### src/vsd_pkg.sv
// package: constants and types for the vme slave decode and interrupter block
package vsd_pkg;

  // ****************************************************************
  // clock and real-time clock timing
  // ****************************************************************
  localparam int unsigned CLK_MHZ         = 250;
  localparam int unsigned RTC_MIN_US      = 819;
  localparam int unsigned RTC_DEF_MS      = 52;
  localparam int unsigned RTC_MAX_MS      = 104;
  // eight periods, doubling from the shortest; entry 6 is the power-up one
  localparam logic [2:0]  RTC_SEL_DEFAULT = 3'h6;
  localparam int unsigned RTC_MIN_CYC     = RTC_MIN_US * CLK_MHZ;

  // ****************************************************************
  // address spaces and decode
  // ****************************************************************
  localparam logic [5:0]  AM_EXT_BASE     = 6'h08;
  localparam logic [5:0]  AM_STD_BASE     = 6'h38;
  localparam logic [5:0]  AM_SPACE_MASK   = 6'h38;
  localparam logic [2:0]  AM_CODE_USER_D  = 3'h1;
  localparam logic [2:0]  AM_CODE_USER_P  = 3'h2;
  localparam logic [2:0]  AM_CODE_SUP_D   = 3'h5;
  localparam logic [2:0]  AM_CODE_SUP_P   = 3'h6;
  localparam int unsigned WIN_LSB         = 14;
  localparam int unsigned MID_LSB         = 16;
  localparam int unsigned UPPER_LSB       = 24;
  localparam logic [7:0]  MID_STRAPS_DEF  = 8'h0F;
  localparam logic [31:0] WIN_BASE_DEF    = 32'h000F_0000;

  // ****************************************************************
  // local processor map
  // ****************************************************************
  localparam logic [23:0] RTC_LOCAL_ADDR  = 24'h60_0000;
  localparam logic [23:0] BOOT_ROM_BASE   = 24'h00_0000;
  localparam int unsigned BOOT_AW_SMALL   = 15;
  localparam int unsigned BOOT_AW_LARGE   = 16;

  // ****************************************************************
  // interrupt defaults and iack handshake
  // ****************************************************************
  localparam logic [2:0]  IRQ_LEVEL_DEF   = 3'h2;
  localparam logic [7:0]  VECTOR_DEF      = 8'h40;

  typedef enum logic [1:0] {
    VSD_IDLE,
    VSD_ACK,
    VSD_WAIT_END
  } vsd_cyc_t;

endpackage

### src/vsd_irq_if.sv
// interface: interrupt request and acknowledge between top and interrupter
`timescale 1ns/100ps
`default_nettype none
interface vsd_irq_if;
  logic       raise;
  logic [2:0] level;
  logic [7:0] vector;
  logic       iack_cycle;
  logic [2:0] iack_level;
  logic       request;
  logic       ack_hit;
  logic [7:0] ack_data;

  modport top (output raise, level, vector, iack_cycle, iack_level,
               input  request, ack_hit, ack_data);
  modport irq (input  raise, level, vector, iack_cycle, iack_level,
               output request, ack_hit, ack_data);
endinterface
`default_nettype wire

### src/vsd_top.sv
// top: vme slave decode, interrupter, arbitration and local straps
`timescale 1ns/100ps
`default_nettype none
module vsd_top
  import vsd_pkg::*;
#(
  parameter int unsigned RTC_BASE_CYC = RTC_MIN_CYC
)(
  // clock, reset, enable
  input  wire logic        clock,
  input  wire logic        sys_rst,
  input  wire logic        clk_en,
  // address and space straps (1 = installed)
  input  wire logic        program_space_strap,
  input  wire logic        data_space_strap,
  input  wire logic        standard_space_strap,
  input  wire logic        supervisor_space_strap,
  input  wire logic [7:0]  base_mid_address_straps,
  input  wire logic [7:0]  base_upper_address_straps,
  input  wire logic        base_bit15_strap,
  input  wire logic        base_bit14_strap,
  // interrupt straps
  input  wire logic [6:0]  irq_request_level_straps,
  input  wire logic        iack_level_strap_msb,
  input  wire logic        iack_level_strap_mid,
  input  wire logic        iack_level_strap_lsb,
  input  wire logic [7:0]  vector_byte_straps,
  // misc straps
  input  wire logic        watchdog_enable_strap,
  input  wire logic        halt_report_strap,
  input  wire logic        grant_level3_strap,
  input  wire logic        grant_filter_strap,
  input  wire logic        boot_rom_size_strap,
  input  wire logic        debug_board_present,
  // vme slave cycle
  input  wire logic        vme_as,
  input  wire logic        vme_iack,
  input  wire logic [5:0]  vme_am,
  input  wire logic [31:0] vme_addr,
  input  wire logic [2:0]  vme_iack_level,
  output logic             slave_sel_q,
  output logic             vme_dtack_q,
  output logic             vme_data_oe_q,
  output logic [7:0]       vme_data_q,
  // interrupt request
  input  wire logic        irq_raise,
  output logic [7:0]       vme_irq_q,
  output logic [2:0]       irq_level_q,
  // arbitration
  input  wire logic [3:0]  vme_bg_in,
  output logic [3:0]       vme_bg_out_q,
  output logic [1:0]       grant_level_q,
  output logic             bus_granted_q,
  // halt and watchdog
  input  wire logic        cpu_halt,
  input  wire logic        wdog_kick,
  output logic             sysfail_q,
  output logic             wdog_enabled_q,
  output logic             wdog_irq_q,
  // local processor decode
  input  wire logic [23:0] cpu_addr,
  input  wire logic        cpu_strobe,
  input  wire logic        cpu_we,
  input  wire logic [2:0]  rtc_sel_data,
  output logic             rtc_cs_q,
  output logic             boot_cs_q,
  output logic [2:0]       rtc_sel_q,
  // local memory parity
  input  wire logic [7:0]  mem_wdata,
  input  wire logic [7:0]  mem_rdata,
  input  wire logic        mem_rparity,
  input  wire logic        mem_rd_valid,
  output logic             mem_wparity_q,
  output logic             parity_err_q
);

  // ****************************************************************
  // address modifier and base decode
  // ****************************************************************
  logic        ext_mode;
  logic        space_ok;
  logic        priv_ok;
  logic        kind_ok;
  logic        addr_ok;
  logic [2:0]  am_code;
  logic [31:0] base;
  logic        hit;

  assign ext_mode = !standard_space_strap;
  assign am_code  = vme_am[2:0];
  assign space_ok = (vme_am & AM_SPACE_MASK) ==
                    (ext_mode ? AM_EXT_BASE : AM_STD_BASE);
  assign priv_ok  = supervisor_space_strap ?
                    (am_code == AM_CODE_SUP_D || am_code == AM_CODE_SUP_P) :
                    (am_code == AM_CODE_USER_D || am_code == AM_CODE_USER_P);
  // program and data each enabled by their own strap
  assign kind_ok  =
    (program_space_strap &&
     (am_code == AM_CODE_SUP_P || am_code == AM_CODE_USER_P)) ||
    (data_space_strap &&
     (am_code == AM_CODE_SUP_D || am_code == AM_CODE_USER_D));
  // installed strap means address bit zero
  assign base = {~base_upper_address_straps, ~base_mid_address_straps,
                 ~base_bit15_strap, ~base_bit14_strap,
                 14'h0000};
  assign addr_ok =
    (vme_addr[UPPER_LSB-1:WIN_LSB] == base[UPPER_LSB-1:WIN_LSB]) &&
    (!ext_mode || vme_addr[31:UPPER_LSB] == base[31:UPPER_LSB]);
  assign hit = vme_as && !vme_iack && space_ok && priv_ok &&
               kind_ok && addr_ok;

  // ****************************************************************
  // interrupter
  // ****************************************************************
  vsd_irq_if irq_link ();

  logic [2:0] req_level;
  logic [2:0] ack_level;

  // lowest installed pair wins if straps are illegally doubled
  always_comb begin
    req_level = 3'h0;
    for (int i = 6; i >= 0; i--) begin
      if (irq_request_level_straps[i]) begin
        req_level = 3'(i + 1);
      end
    end
  end

  // removed strap reads one
  assign ack_level = {~iack_level_strap_msb, ~iack_level_strap_mid,
                      ~iack_level_strap_lsb};

  assign irq_link.raise      = irq_raise && (req_level == ack_level);
  assign irq_link.level      = req_level;
  assign irq_link.vector     = vector_byte_straps;
  assign irq_link.iack_cycle = vme_as && vme_iack;
  assign irq_link.iack_level = vme_iack_level;

  vsd_interrupter u_irq (
    .clock   (clock),
    .sys_rst (sys_rst),
    .clk_en  (clk_en),
    .bus     (irq_link)
  );

  always_ff @(posedge clock) begin
    if (sys_rst) begin
      vme_irq_q   <= 8'h00;
      irq_level_q <= 3'h0;
    end else if (clk_en) begin
      vme_irq_q   <= irq_link.request ? (8'h01 << req_level) : 8'h00;
      irq_level_q <= req_level;
    end
  end

  // ****************************************************************
  // slave response
  // ****************************************************************
  // drops with address strobe, so a missed cycle never drives the bus
  always_ff @(posedge clock) begin
    if (sys_rst) begin
      slave_sel_q   <= 1'b0;
      vme_dtack_q   <= 1'b0;
      vme_data_oe_q <= 1'b0;
      vme_data_q    <= 8'h00;
    end else if (clk_en) begin
      slave_sel_q   <= hit;
      vme_dtack_q   <= (hit || irq_link.ack_hit) && vme_as;
      vme_data_oe_q <= irq_link.ack_hit && vme_as;
      vme_data_q    <= irq_link.ack_data;
    end
  end

  // ****************************************************************
  // arbitration grant
  // ****************************************************************
  logic [3:0] bg_s1_q;
  logic [3:0] bg_s2_q;
  logic [3:0] bg_use;
  logic [1:0] lvl;

  assign lvl = grant_level3_strap ? 2'h3 : 2'h0;

  always_ff @(posedge clock) begin
    if (sys_rst) begin
      bg_s1_q <= 4'h0;
      bg_s2_q <= 4'h0;
    end else if (clk_en) begin
      bg_s1_q <= vme_bg_in;
      bg_s2_q <= bg_s1_q;
    end
  end

  // filtered grant needs two consecutive samples high
  assign bg_use = grant_filter_strap ? (bg_s1_q & bg_s2_q) : bg_s1_q;

  always_ff @(posedge clock) begin
    if (sys_rst) begin
      grant_level_q <= 2'h0;
      bus_granted_q <= 1'b0;
      vme_bg_out_q  <= 4'h0;
    end else if (clk_en) begin
      grant_level_q <= lvl;
      bus_granted_q <= bg_use[lvl];
      // no local request yet: pass every grant down the chain
      vme_bg_out_q  <= bg_use;
    end
  end

  // ****************************************************************
  // halt, watchdog and real-time clock
  // ****************************************************************
  logic rtc_tick;
  logic rtc_wr;

  assign rtc_wr = cpu_strobe && cpu_we && cpu_addr == RTC_LOCAL_ADDR;

  vsd_rtc #(
    .BASE_CYC (RTC_BASE_CYC)
  ) u_rtc (
    .clock    (clock),
    .sys_rst  (sys_rst),
    .clk_en   (clk_en),
    .sel_we   (rtc_wr),
    .sel_data (rtc_sel_data),
    .sel_q    (rtc_sel_q),
    .tick_q   (rtc_tick)
  );

  // watchdog fires when a whole period passes with no kick
  logic kicked_q;

  always_ff @(posedge clock) begin
    if (sys_rst) begin
      sysfail_q      <= 1'b0;
      wdog_enabled_q <= 1'b0;
      wdog_irq_q     <= 1'b0;
      kicked_q       <= 1'b0;
    end else if (clk_en) begin
      sysfail_q      <= halt_report_strap && cpu_halt;
      wdog_enabled_q <= watchdog_enable_strap &&
                        !debug_board_present;
      if (rtc_tick) begin
        kicked_q <= wdog_kick;
      end else if (wdog_kick) begin
        kicked_q <= 1'b1;
      end
      wdog_irq_q <= rtc_tick && !kicked_q && !wdog_kick &&
                    watchdog_enable_strap && !debug_board_present;
    end
  end

  // ****************************************************************
  // local decode and parity
  // ****************************************************************
  logic boot_hit;

  // small part decodes only in the lower half of the large window; the upper half is not selected
  assign boot_hit = cpu_addr[23:BOOT_AW_LARGE] ==
                    BOOT_ROM_BASE[23:BOOT_AW_LARGE] &&
                    (boot_rom_size_strap ||
                     !cpu_addr[BOOT_AW_SMALL]);

  always_ff @(posedge clock) begin
    if (sys_rst) begin
      rtc_cs_q      <= 1'b0;
      boot_cs_q     <= 1'b0;
      mem_wparity_q <= 1'b0;
      parity_err_q  <= 1'b0;
    end else if (clk_en) begin
      rtc_cs_q      <= cpu_strobe && cpu_addr == RTC_LOCAL_ADDR;
      boot_cs_q     <= cpu_strobe && !cpu_we && boot_hit;
      mem_wparity_q <= ^mem_wdata;
      parity_err_q  <= mem_rd_valid && (^mem_rdata != mem_rparity);
    end
  end

endmodule
`default_nettype wire

### src/vsd_interrupter.sv
// interrupter: holds the request until acknowledged at its level
`timescale 1ns/100ps
`default_nettype none
module vsd_interrupter
  import vsd_pkg::*;
(
  // clock and reset
  input wire logic clock,
  input wire logic sys_rst,
  input wire logic clk_en,
  // link to top
  vsd_irq_if.irq   bus
);

  logic       request_q;
  logic       ack_hit_q;
  logic [7:0] ack_data_q;
  logic       match;

  assign match = bus.iack_cycle && request_q && (bus.iack_level == bus.level);
  assign bus.request  = request_q;
  assign bus.ack_hit  = ack_hit_q;
  assign bus.ack_data = ack_data_q;

  // a new raise in the acknowledge cycle wins, so no event is lost
  always_ff @(posedge clock) begin
    if (sys_rst) begin
      request_q <= 1'b0;
    end else if (clk_en) begin
      if (bus.raise) begin
        request_q <= 1'b1;
      end else if (match) begin
        request_q <= 1'b0;
      end
    end
  end

  always_ff @(posedge clock) begin
    if (sys_rst) begin
      ack_hit_q  <= 1'b0;
      ack_data_q <= 8'h00;
    end else if (clk_en) begin
      ack_hit_q  <= match;
      ack_data_q <= match ? bus.vector : 8'h00;
    end
  end

endmodule
`default_nettype wire

### src/vsd_rtc.sv
// real-time clock: periodic tick with eight software-selected periods
`timescale 1ns/100ps
`default_nettype none
module vsd_rtc
  import vsd_pkg::*;
#(
  parameter int unsigned BASE_CYC = RTC_MIN_CYC
)(
  // clock and reset
  input  wire logic       clock,
  input  wire logic       sys_rst,
  input  wire logic       clk_en,
  // control
  input  wire logic       sel_we,
  input  wire logic [2:0] sel_data,
  // status
  output logic      [2:0] sel_q,
  output logic            tick_q
);

  localparam int unsigned CW = $clog2(BASE_CYC << 7) + 1;

  logic [CW-1:0] cnt_q;
  logic [CW-1:0] limit;

  assign limit = CW'((BASE_CYC << sel_q) - 1);

  always_ff @(posedge clock) begin
    if (sys_rst) begin
      sel_q <= RTC_SEL_DEFAULT;
    end else if (clk_en && sel_we) begin
      sel_q <= sel_data;
    end
  end

  // a new period restarts the count so the first tick is never short
  always_ff @(posedge clock) begin
    if (sys_rst) begin
      cnt_q  <= '0;
      tick_q <= 1'b0;
    end else if (clk_en) begin
      tick_q <= 1'b0;
      if (sel_we || cnt_q >= limit) begin
        cnt_q  <= '0;
        tick_q <= !sel_we;
      end else begin
        cnt_q <= cnt_q + CW'(1);
      end
    end
  end

endmodule
`default_nettype wire

### config.mk
export PLATFORM = sky130hd
export DESIGN_NAME = vsd_top
export DESIGN_NICKNAME = d
export VERILOG_FILES = /design/src/vsd_pkg.sv /design/src/vsd_irq_if.sv /design/src/vsd_top.sv /design/src/vsd_interrupter.sv /design/src/vsd_rtc.sv
export SDC_FILE = /design/constraint.sdc
export NUM_CORES = 1
export LEC_CHECK = 0
export BUFFER_PORTS_ARGS = -buffer_cell sky130_fd_sc_hd__buf_4
export CAP_MARGIN = 10
export CORE_MARGIN = 8
export CORE_UTILIZATION = 49
export CTS_CLUSTER_DIAMETER = 50
export CTS_CLUSTER_SIZE = 16
export DETAILED_ROUTE_END_ITERATION = 8
export GPL_TIMING_DRIVEN = 0
export PLACE_DENSITY = 0.8
export SYNTH_ARGS = -nofsm -noshare
export SYNTH_HDL_FRONTEND = slang
export SYNTH_SLANG_ARGS = --single-unit
export TNS_END_PERCENT = 100
### constraint.sdc
create_clock -name clock -period 4.5 [get_ports clock]
set_clock_uncertainty 0.15 [all_clocks]
set_input_delay 0.225 -clock clock [delete_from_list [all_inputs] [get_ports clock]]
set_output_delay 0.225 -clock clock [all_outputs]
set_load 0.03 [all_outputs]
==> out/results.ini, run 1 <==
[outcome]
status=finished clean

[floorplan]
die_h_um=114
coreArea_um2=9590
die_x_um=114
ios=185
rows=36
die-area_um2=13100
start_util=0.494

[critical_path]
cp_max_fo=10
critPathLaunchType=register
required_ns=4.63
path_class=register to register
worst_setup_path_end_kind=register
r2r_cells=16
rrSetupSlack_ns=0.66
cp.arrival_ns=3.97

[sta]
worst_pin_slew_ns=0.815
maxSlewHeadroom=0.454
fin_ws_ns=0.658
fmax_mhz=260
fin_setup_tns_ns=0
setup_violations=0
post-route-period-util=0.854
fin_crit_ns=3.84
hold_viol_final=0
slew_viol_final=0
rsz0062_at_grt=no

[clocking]
htreeDepth=3
cts_tree=yes
cts.path.max_buffers=2
clkTransAtPathRegs_ns=0.09
clk_latency_ns=0.37
cts.sinks=84
cts-root-buf=clkbuf_8
cts_buffers=9
postCtsSetupBuffers=0

[global_routing]
grt-ovfl-total=0
grt_pass1_wl_um=24500
antenna_found_initial=0
grt_pass1_vias=5123
grt_max_degree=15
grt.total_usage=0.233

[worst_hold_path]
hold_path.class=input pin to register
holdPathStages=3

[logic_synthesis]
synth.avg_cell_area_um2=8.56
ys_warn_count=0
netlist_instances=554
synthesis.area_um2=4740
ys_ff_latch=84
ys_seq_area_frac=0.355
synth.distinct_cells=53
synth_edf_count=0
synth.net_count=732
ys_async_sr_fraction=0
ys.flop_type=dfxtp_1

[power_and_ir_drop]
irDropWorstVdd_uv=176
powerDensity_nw_per_um2=232
power_leakage_nw=2.87

[flow_run]
maxCapViolCount=0

[drt]
wl_um=14900
ant_nets=0
vias=4818
viasPerCell=5.39
drtIter0Drc=203
first_pass_iters=4
routedWlPerCell_um=16.7
drc=0

[cells_and_area]
drive_above_1_share=0.267
syn2layout_area_growth_pct=38.6
num-fill-cells=762
final_nets=934
antennaDiodeCount=0

[place]
dp_hpwl_um=11500
dp_slack_ns=0.717
place_congestion=0.879
portBuffers=170

==> cell usage in the layout (no fill, tap or decap), drive strengths merged, types with 20 or more instances in the layout <==
| cell | count |
|---|---|
| a21oi | 39 |
| buf | 179 |
| clkbuf | 27 |
| dfxtp | 84 |
| dlygate4sd3 | 21 |
| ha | 32 |
| mux2i | 22 |
| nand2 | 54 |
| nand3 | 20 |
| nor2 | 53 |
| nor3 | 31 |
| xnor2 | 35 |
| xor2 | 31 |
==> report_power, final <==
part	internal, W	total [W]	switching [W]	leakage (nW)
Sequential	0.000755	0.000764	0.00000922	0.680
Clock	0.000217	0.000503	0.000286	0.0897
Combinational	0.000145	0.000261	0.000116	2.10
==> worst max-delay path: stages, from the launching register on <==
cell and delay (ns):
dfxtp_1 0.34, clkbuf_1 0.27, clkbuf_1 0.37, nor2_1 0.15, inv_1 0.10, ha_1 0.14, nand2_1 0.08, a211oi_1 0.28
a21oi_1 0.08, ha_1 0.32, a21oi_1 0.12, a21boi_0 0.09, o31a_1 0.29, o211ai_1 0.39, a21oi_2 0.19, buf_4 0.22
nor3_1 0.18
==> sequential cells by signal (all words and copies together), names as in the netlist, 3 cells and up <==
| name | count |
|---|---|
| bg_s1_q | 4 |
| bg_s2_q | 4 |
| irq_level_q | 3 |
| u_irq.bus.ack_data | 8 |
| u_rtc.cnt_q | 26 |
| u_rtc.sel_q | 3 |
| vme_bg_out_q | 4 |
| vme_data_q | 8 |
| vme_irq_q | 8 |
==> layout make-up <==
type                       count  area (um2)  share of cell area
sequential                    84        1680               0.256
clock buffer                  11         141              0.0215
clock inverter                 5        35.0             0.00533
multi-input combinational    428        2890               0.439
timing repair buffer         191        1490               0.226
buffer                        25         110              0.0168
tap                          133         166              0.0253
inverter                      17        63.8             0.00971
==> metrics by stage <==
stage	util	instance area, um2	hold WS [ns]	cells	power (W)
floorplan	-	4740	0.200	554	0.000891
global placement	0.645	6190	0.277	857	0.00102
detailed placement	0.645	6190	0.282	857	0.00103
CTS	0.685	6570	0.0136	894	0.00153
global route	0.685	6570	0.0277	894	0.00159
finish	0.685	6570	0.0276	894	0.00153
==> metal layers <==
metal	part of all wire	wire, um	track usage	vias up
li1	-	-	-	2354
met2	0.52	7740	0.419	133
met1	0.40	5910	0.247	2301
met5	0	0	0	-
met4	0.026	382	0.0923	0
met3	0.060	898	0.0728	30
==> cell usage after synthesis, drive strengths merged (2+ instances only) <==
master	number	area share
a21oi	39	0.043
or3	2	0.0037
buf	9	0.011
a21boi	3	0.0047
clkbuf	16	0.013
and3	5	0.0069
o21ai	12	0.013
nand2	54	0.043
o211ai	6	0.0095
or4	3	0.0050
a22o	8	0.015
and2	3	0.0040
nand4	18	0.024
nand3b	5	0.0079
nand4b	2	0.0037
xor2	31	0.057
xnor2	35	0.065
a2111oi	2	0.012
nor4b	2	0.0037
inv	17	0.013
or2	2	0.0026
dfxtp	84	0.35
a211oi	4	0.0063
nor2	53	0.043
nor2b	6	0.0079
nor3	31	0.033
a31oi	2	0.0026
ha	32	0.084
nor4	8	0.011
nand3	20	0.021
a21o	3	0.0047
mux2i	22	0.046
o31a	2	0.0037
==> path summary, 6_finish.rpt <==
path                               startpoint              end
setup / recovery               u_rtc.sel_q[2]  u_rtc.cnt_q[10]
hold reg to reg                   slave_sel_q      slave_sel_q
setup reg to reg               u_rtc.sel_q[2]  u_rtc.cnt_q[10]
hold / removal    irq_request_level_straps[2]     vme_irq_q[3]
==> timing repair <==
action,in CTS,in global routing
hold buffers,21,0
resized for setup,0,0
hold endpoints to repair,20,0
==> logic make-up (layout without fill, tap and decap cells) <==
group,Yosys count,count (layout),synth area share
simple gates,218,218,0.227
compound gates,89,89,0.128
flops,84,84,0.355
xor+xnor,66,66,0.122
buf+inv,42,249,0.0367
fa+ha+maj,32,32,0.0844
mux,22,22,0.0464
other cells,1,1,0.000791
No activity file was read; power rests on OpenSTA's default activity.
==> run 2: changes to the inputs <==
--- a/config.mk
+++ b/config.mk
@@ -5,16 +5,16 @@
 export SDC_FILE = /design/constraint.sdc
 export NUM_CORES = 1
 export LEC_CHECK = 0
-export BUFFER_PORTS_ARGS = -buffer_cell sky130_fd_sc_hd__buf_4
 export CAP_MARGIN = 10
 export CORE_MARGIN = 8
-export CORE_UTILIZATION = 49
+export CORE_UTILIZATION = 45
 export CTS_CLUSTER_DIAMETER = 50
 export CTS_CLUSTER_SIZE = 16
 export DETAILED_ROUTE_END_ITERATION = 8
+export DONT_BUFFER_PORTS = 1
 export GPL_TIMING_DRIVEN = 0
-export PLACE_DENSITY = 0.8
 export SYNTH_ARGS = -nofsm -noshare
 export SYNTH_HDL_FRONTEND = slang
+export SYNTH_HIERARCHICAL = 1
 export SYNTH_SLANG_ARGS = --single-unit
 export TNS_END_PERCENT = 100
==> run 2 against run 1 <==
Compared with the run above:
- utilization fell by 16 points
- wire length fell by 6.9%
- die area rose by 10%
- synthesized cell count rose by 0.54%
- count of clock-buffer cells in the layout fell by 2
- cell area fell by 15%
- synthesized area rose by 2.8%
- sequential share of layout area rose by 4.5 points
- final cell count fell by 17%
- fmax fell by 6.4%
- via count fell by 14%
- largest cell class unchanged
- first-iteration DRC count fell by 13%
- critical endpoint is now u_rtc/cnt_q[16]
==> out/results.ini, run 2 <==
[worst_hold_path]
hold_path.class=input pin to register

[sta]
hold_viol_final=0
fin_setup_tns_ns=0
setup_violations=0
maxSlewHeadroom=0.440
fin_crit_ns=4.11
slew_viol_final=0
worst_pin_slew_ns=0.837
post-route-period-util=0.913
fmax_mhz=243
rsz0062_at_grt=no

[place]
portBuffers=0
dp_hpwl_um=10800
place_congestion=0.832
dpl_cell_area_um2=5050

[power_and_ir_drop]
finalPower_w=0.00148
irDropWorstVdd_uv=197
powerDensity_nw_per_um2=265
power_leakage_nw=2.15

[drt]
wl_um=13900
drc=0
viasPerCell=5.58
routedWlPerCell_um=18.6
ant_nets=0
vias=4161
first_pass_iters=5
drtIter0Drc=177

[cells_and_area]
largest_register_ffs=26
final_nets=779
antennaDiodeCount=0
syn2layout_area_growth_pct=14.6
final_cell_mix=dfxtp_1 (84), nor2_1 (71), xnor2_1 (46)
multi_input_area_um2=3020
num-fill-cells=993
top_register=u_rtc/cnt_q
final_common_cell=dfxtp_1
regArea_um2=1680
drive_above_1_share=0.0875
final_cell_area_um2=5590

[logic_synthesis]
yosysMostFrequentCell=dfxtp_1
netlist_instances=557
ys.flop_type=dfxtp_1
ys_ff_latch=84
synth.largest_area_cell=dfxtp_1
ys_seq_area_frac=0.345
synth_top_area_share=0.345
ys_warn_count=6
synthesis.area_um2=4880
synth.net_count=735
synth.avg_cell_area_um2=8.76
synth_edf_count=0
netlist_top_cells_area=dfxtp_1 (34%), xnor2_1 (8.3%), ha_1 (8.2%)
synth.distinct_cells=64
ys_async_sr_fraction=0
synth.top_cells.by_count=dfxtp_1 (84), nor2_1 (71), xnor2_1 (46), nand2_1 (43), ha_1 (32)

[critical_path]
critPathLaunchType=register
cp.arrival_ns=4.26
required_ns=4.65
cp_max_fo=10
path_class=register to register
worst_setup_path_end_kind=register

[global_routing]
grt_pass1_wl_um=22300
grt_pass1_vias=4348
grt-ovfl-total=0
grt.total_usage=0.193
antenna_found_initial=0
grt_max_degree=19

[flow_run]
maxCapViolCount=0

[floorplan]
die_h_um=120
die-area_um2=14400
die_x_um=120
start_util=0.456
ios=185
rows=38
coreArea_um2=10700

[clocking]
cts_tree=yes
cts_buffers=9
ctsHoldBuffers=33
postCtsSetupBuffers=0
clk_latency_ns=0.36
cts-resized-gates=0
cts.path.max_buffers=2
cts.sinks=84
cts-root-buf=clkbuf_8
clkTransAtPathRegs_ns=0.10
htreeDepth=3

[outcome]
status=finished clean

run 2: changes by cell type in the layout (fill, tap and decap cells not counted), moves of 6 or more:
cell	previous run	this run
nor3_1	31	18
nor2_2	2	11
a21oi_1	37	31
xor2_1	31	18
nand2_1	54	43
buf_4	174	1
nor2_1	51	71
dlygate4sd3_1	21	33
xnor2_1	35	46
run 2: worst max-delay path, cell delays in order, from the launching register on:
cell	delay, ns
dfxtp_1	0.60
clkbuf_1	0.43
inv_1	0.25
ha_1	0.36
nand2b_1	0.25
xnor2_1	0.15
a21oi_1	0.14
o21ai_0	0.10
ha_1	0.21
a211oi_1	0.20
nor2_1	0.08
o41ai_2	0.57
a31oi_4	0.23
buf_6	0.21
nor2_2	0.11
run 2: area by class of cell:
| class | instances | area share |
|---|---|---|
| plain buffers | 20 | 0.0188 |
| clock buffers | 9 | 0.0222 |
| clock inverters | 7 | 0.0146 |
| inverters | 20 | 0.0134 |
| multi-input cells | 433 | 0.540 |
| flip-flops and latches | 84 | 0.301 |
| well taps | 140 | 0.0313 |
| repair buffers | 33 | 0.0591 |
run 2: final timing paths:
kind / slack (ns) / cells past startpoint / from / to
max: 0.39 / 14 / u_rtc/sel_q[1] / u_rtc/cnt_q[16]
min: 0.03 / 3 / irq_request_level_straps[1] / vme_irq_q[0]
max reg2reg: 0.39 / 14 / u_rtc/sel_q[1] / u_rtc/cnt_q[16]
min reg2reg: 0.34 / 1 / u_irq/bus.ack_data[7] / u_irq/bus.ack_data[7]
run 2: kinds of logic after synthesis:
family / after synthesis / share of synthesized area
buffers and inverters: 40 / 0.0369
adder cells (fa/ha/maj): 32 / 0.0821
AO/OA/AOI/OAI: 86 / 0.124
AND/OR/NAND/NOR: 227 / 0.247
flip-flops: 84 / 0.345
multiplexers: 22 / 0.0452
XOR/XNOR: 65 / 0.120
other: 1 / 0.000769
run 2: per-stage QoR:
stage,setup WS [ns],hold WS (ns),util,std cells
after floorplan,1.10,0.169,-,557
after global placement,0.462,0.174,0.472,697
after detailed placement,0.419,0.179,0.472,697
after CTS,0.371,0.00138,0.522,746
after global routing,0.103,0.0254,0.522,746
final,0.393,0.0306,0.522,746
run 2: power breakdown:
| part | switching [W] | total (W) | internal (W) |
|---|---|---|---|
| Clock | 0.000322 | 0.000544 | 0.000222 |
| Sequential | 0.0000232 | 0.000778 | 0.000755 |
| Combinational | 0.0000767 | 0.000157 | 0.0000806 |
run 2: routing by layer:
| metal | track usage | routed length, um | vias up |
|---|---|---|---|
| met5 | 0 | 0 | - |
| met4 | 0.0703 | 248 | 0 |
| met3 | 0.0681 | 1200 | 20 |
| met2 | 0.333 | 6870 | 155 |
| met1 | 0.215 | 5590 | 1944 |
| li1 | - | - | 2042 |
==> run 3: changes to the inputs <==
--- a/config.mk
+++ b/config.mk
@@ -7,7 +7,7 @@
 export LEC_CHECK = 0
 export CAP_MARGIN = 10
 export CORE_MARGIN = 8
-export CORE_UTILIZATION = 45
+export CORE_UTILIZATION = 40
 export CTS_CLUSTER_DIAMETER = 50
 export CTS_CLUSTER_SIZE = 16
 export DETAILED_ROUTE_END_ITERATION = 8
==> run 3 against run 2 <==
Compared with the run above:
- first-iteration DRC count is 17% higher
- global-route usage is 2.3 points lower
- combinational power hardly changed
- hold slack worse by 0.010 ns
- die area is 11% higher
- worst setup slack better by 0.0097 ns
- count of clock-buffer cells in the layout stayed put
- sequential power hardly changed
==> out/results.ini, run 3 (synthesis results as in run 2) <==
[sta]
fin_crit_ns=4.10
fin_setup_tns_ns=0
hold_viol_final=0
fin_ws_ns=0.402
maxSlewHeadroom=0.394
fmax_mhz=244
post-route-period-util=0.911
setup_violations=0
slew_viol_final=0
worst_pin_slew_ns=0.902
rsz0062_at_grt=no

[cells_and_area]
drive_above_1_share=0.0880
top_register=u_rtc/cnt_q
antennaDiodeCount=0
multi_input_area_um2=3020
regArea_um2=1680
final_util=0.472
num-fill-cells=1139
syn2layout_area_growth_pct=15.9
final_nets=775
final_common_cell=dfxtp_1
final_cell_mix=dfxtp_1 (84), nor2_1 (71), xnor2_1 (46)
largest_register_ffs=26

[clocking]
postCtsSetupBuffers=0
cts-root-buf=clkbuf_16
cts.path.max_buffers=2
clkTransAtPathRegs_ns=0.06
cts.sinks=84
cts_buffers=9
cts_tree=yes
htreeDepth=3
clk_latency_ns=0.34

[floorplan]
die_x_um=126
rows=40
ios=185
die_h_um=126
start_util=0.408
die-area_um2=16000
coreArea_um2=12000

[global_routing]
grt_max_degree=16
grt-ovfl-total=0
grt_pass1_wl_um=22200
antenna_found_initial=0
grt_pass1_vias=4294
grt.total_usage=0.170

[drt]
viasPerCell=5.52
drtIter0Drc=207
met1_length_um=5550
drc=0
wl_met3_um=1140
first_pass_iters=4
routedWlPerCell_um=18.2
wl_um=13700
top_layer=met4
wl_met2_um=6890
ant_nets=0
vias=4131

[critical_path]
required_ns=4.63
cp.arrival_ns=4.22
path_class=register to register
cp_max_fo=10
crit_top_cell=o21ai_0
worst_setup_path_end_kind=register
critPathMaxStageDelay_ns=0.59
critPathLaunchType=register
path_cells=clkbuf_1, inv_1, nand2_1, ha_1, nand2b_1, nor3_1, o21ai_0, o21ai_0, ha_1, o21ai_0, nor2_1, o41ai_2, a31oi_4, buf_6, nor2_2
crit_slowest_cell=o41ai_2
rrSetupSlack_ns=0.40

[place]
dp_hpwl_um=10800
dp_slack_ns=0.423
portBuffers=0
place_congestion=0.834

[worst_hold_path]
hold_path.class=input pin to register

[outcome]
status=finished clean

[power_and_ir_drop]
powerDensity_nw_per_um2=296
power_leakage_nw=2.18
irDropWorstVdd_uv=280

[flow_run]
maxCapViolCount=0

[run 3: cell count changes in the layout (fill, tap and decap cells not counted), moves of 2 or more]
cell	change
clkbuf_8	-9
inv_8	-2
clkbuf_16	+9
clkinv_8	-2
dlygate4sd3_1	-4
clkinv_2	+2
[run 3: area by class of cell]
cell class	instances	area share
buffer	20	0.0186
multi-input combinational	433	0.534
tap	147	0.0325
clock buffer	9	0.0398
timing repair buffer	29	0.0514
sequential	84	0.298
clock inverter	7	0.0133
inverter	20	0.0133
[run 3: power breakdown]
group | total [W] | switching (W) | internal [W] | leakage (nW)
Combinational | 0.000156 | 0.0000770 | 0.0000785 | 1.35
Sequential | 0.000779 | 0.0000233 | 0.000756 | 0.680
Clock | 0.000739 | 0.000306 | 0.000434 | 0.150
[run 3: worst max-delay path, delay by kind of cell, from the launching register on]
family / cells / cell delay, ns
fa+ha+maj: 2 / 0.57
simple gates: 5 / 0.68
buf+inv: 3 / 0.89
flops: 1 / 0.55
compound gates: 5 / 1.21
[run 3: per-layer routing]
layer | up-vias | track usage
met3 | 6 | 0.0775
li1 | 2038 | -
met1 | 1977 | 0.181
met4 | 0 | 0.0382
met5 | - | 0
met2 | 110 | 0.299
[run 3: what timing repair did]
action | 4_1_cts | 5_1_grt
hold buffers | 29 | 0
setup endpoints to repair | 0 | 0
hold endpoints to repair | 28 | 0
gates resized for setup | 0 | 0
[run 3: through the flow]
stage / cells / instance area (um2) / hold WS, ns / power, W
after floorplan: 557 / 4880 / 0.169 / 0.000903
after global placement: 704 / 5060 / 0.175 / 0.000925
after detailed placement: 704 / 5060 / 0.176 / 0.000929
after CTS: 749 / 5650 / 0.0127 / 0.00170
after global routing: 749 / 5650 / 0.0113 / 0.00174
final: 749 / 5650 / 0.0204 / 0.00167
[run 3: worst paths after layout]
check,depth (start not counted),end,startpoint
setup / recovery,15,u_rtc/cnt_q[17],u_rtc/sel_q[1]
hold / removal,2,u_rtc/sel_q[1],rtc_sel_data[1]
setup reg to reg,15,u_rtc/cnt_q[17],u_rtc/sel_q[1]
hold reg to reg,1,u_rtc/tick_q,u_rtc/tick_q
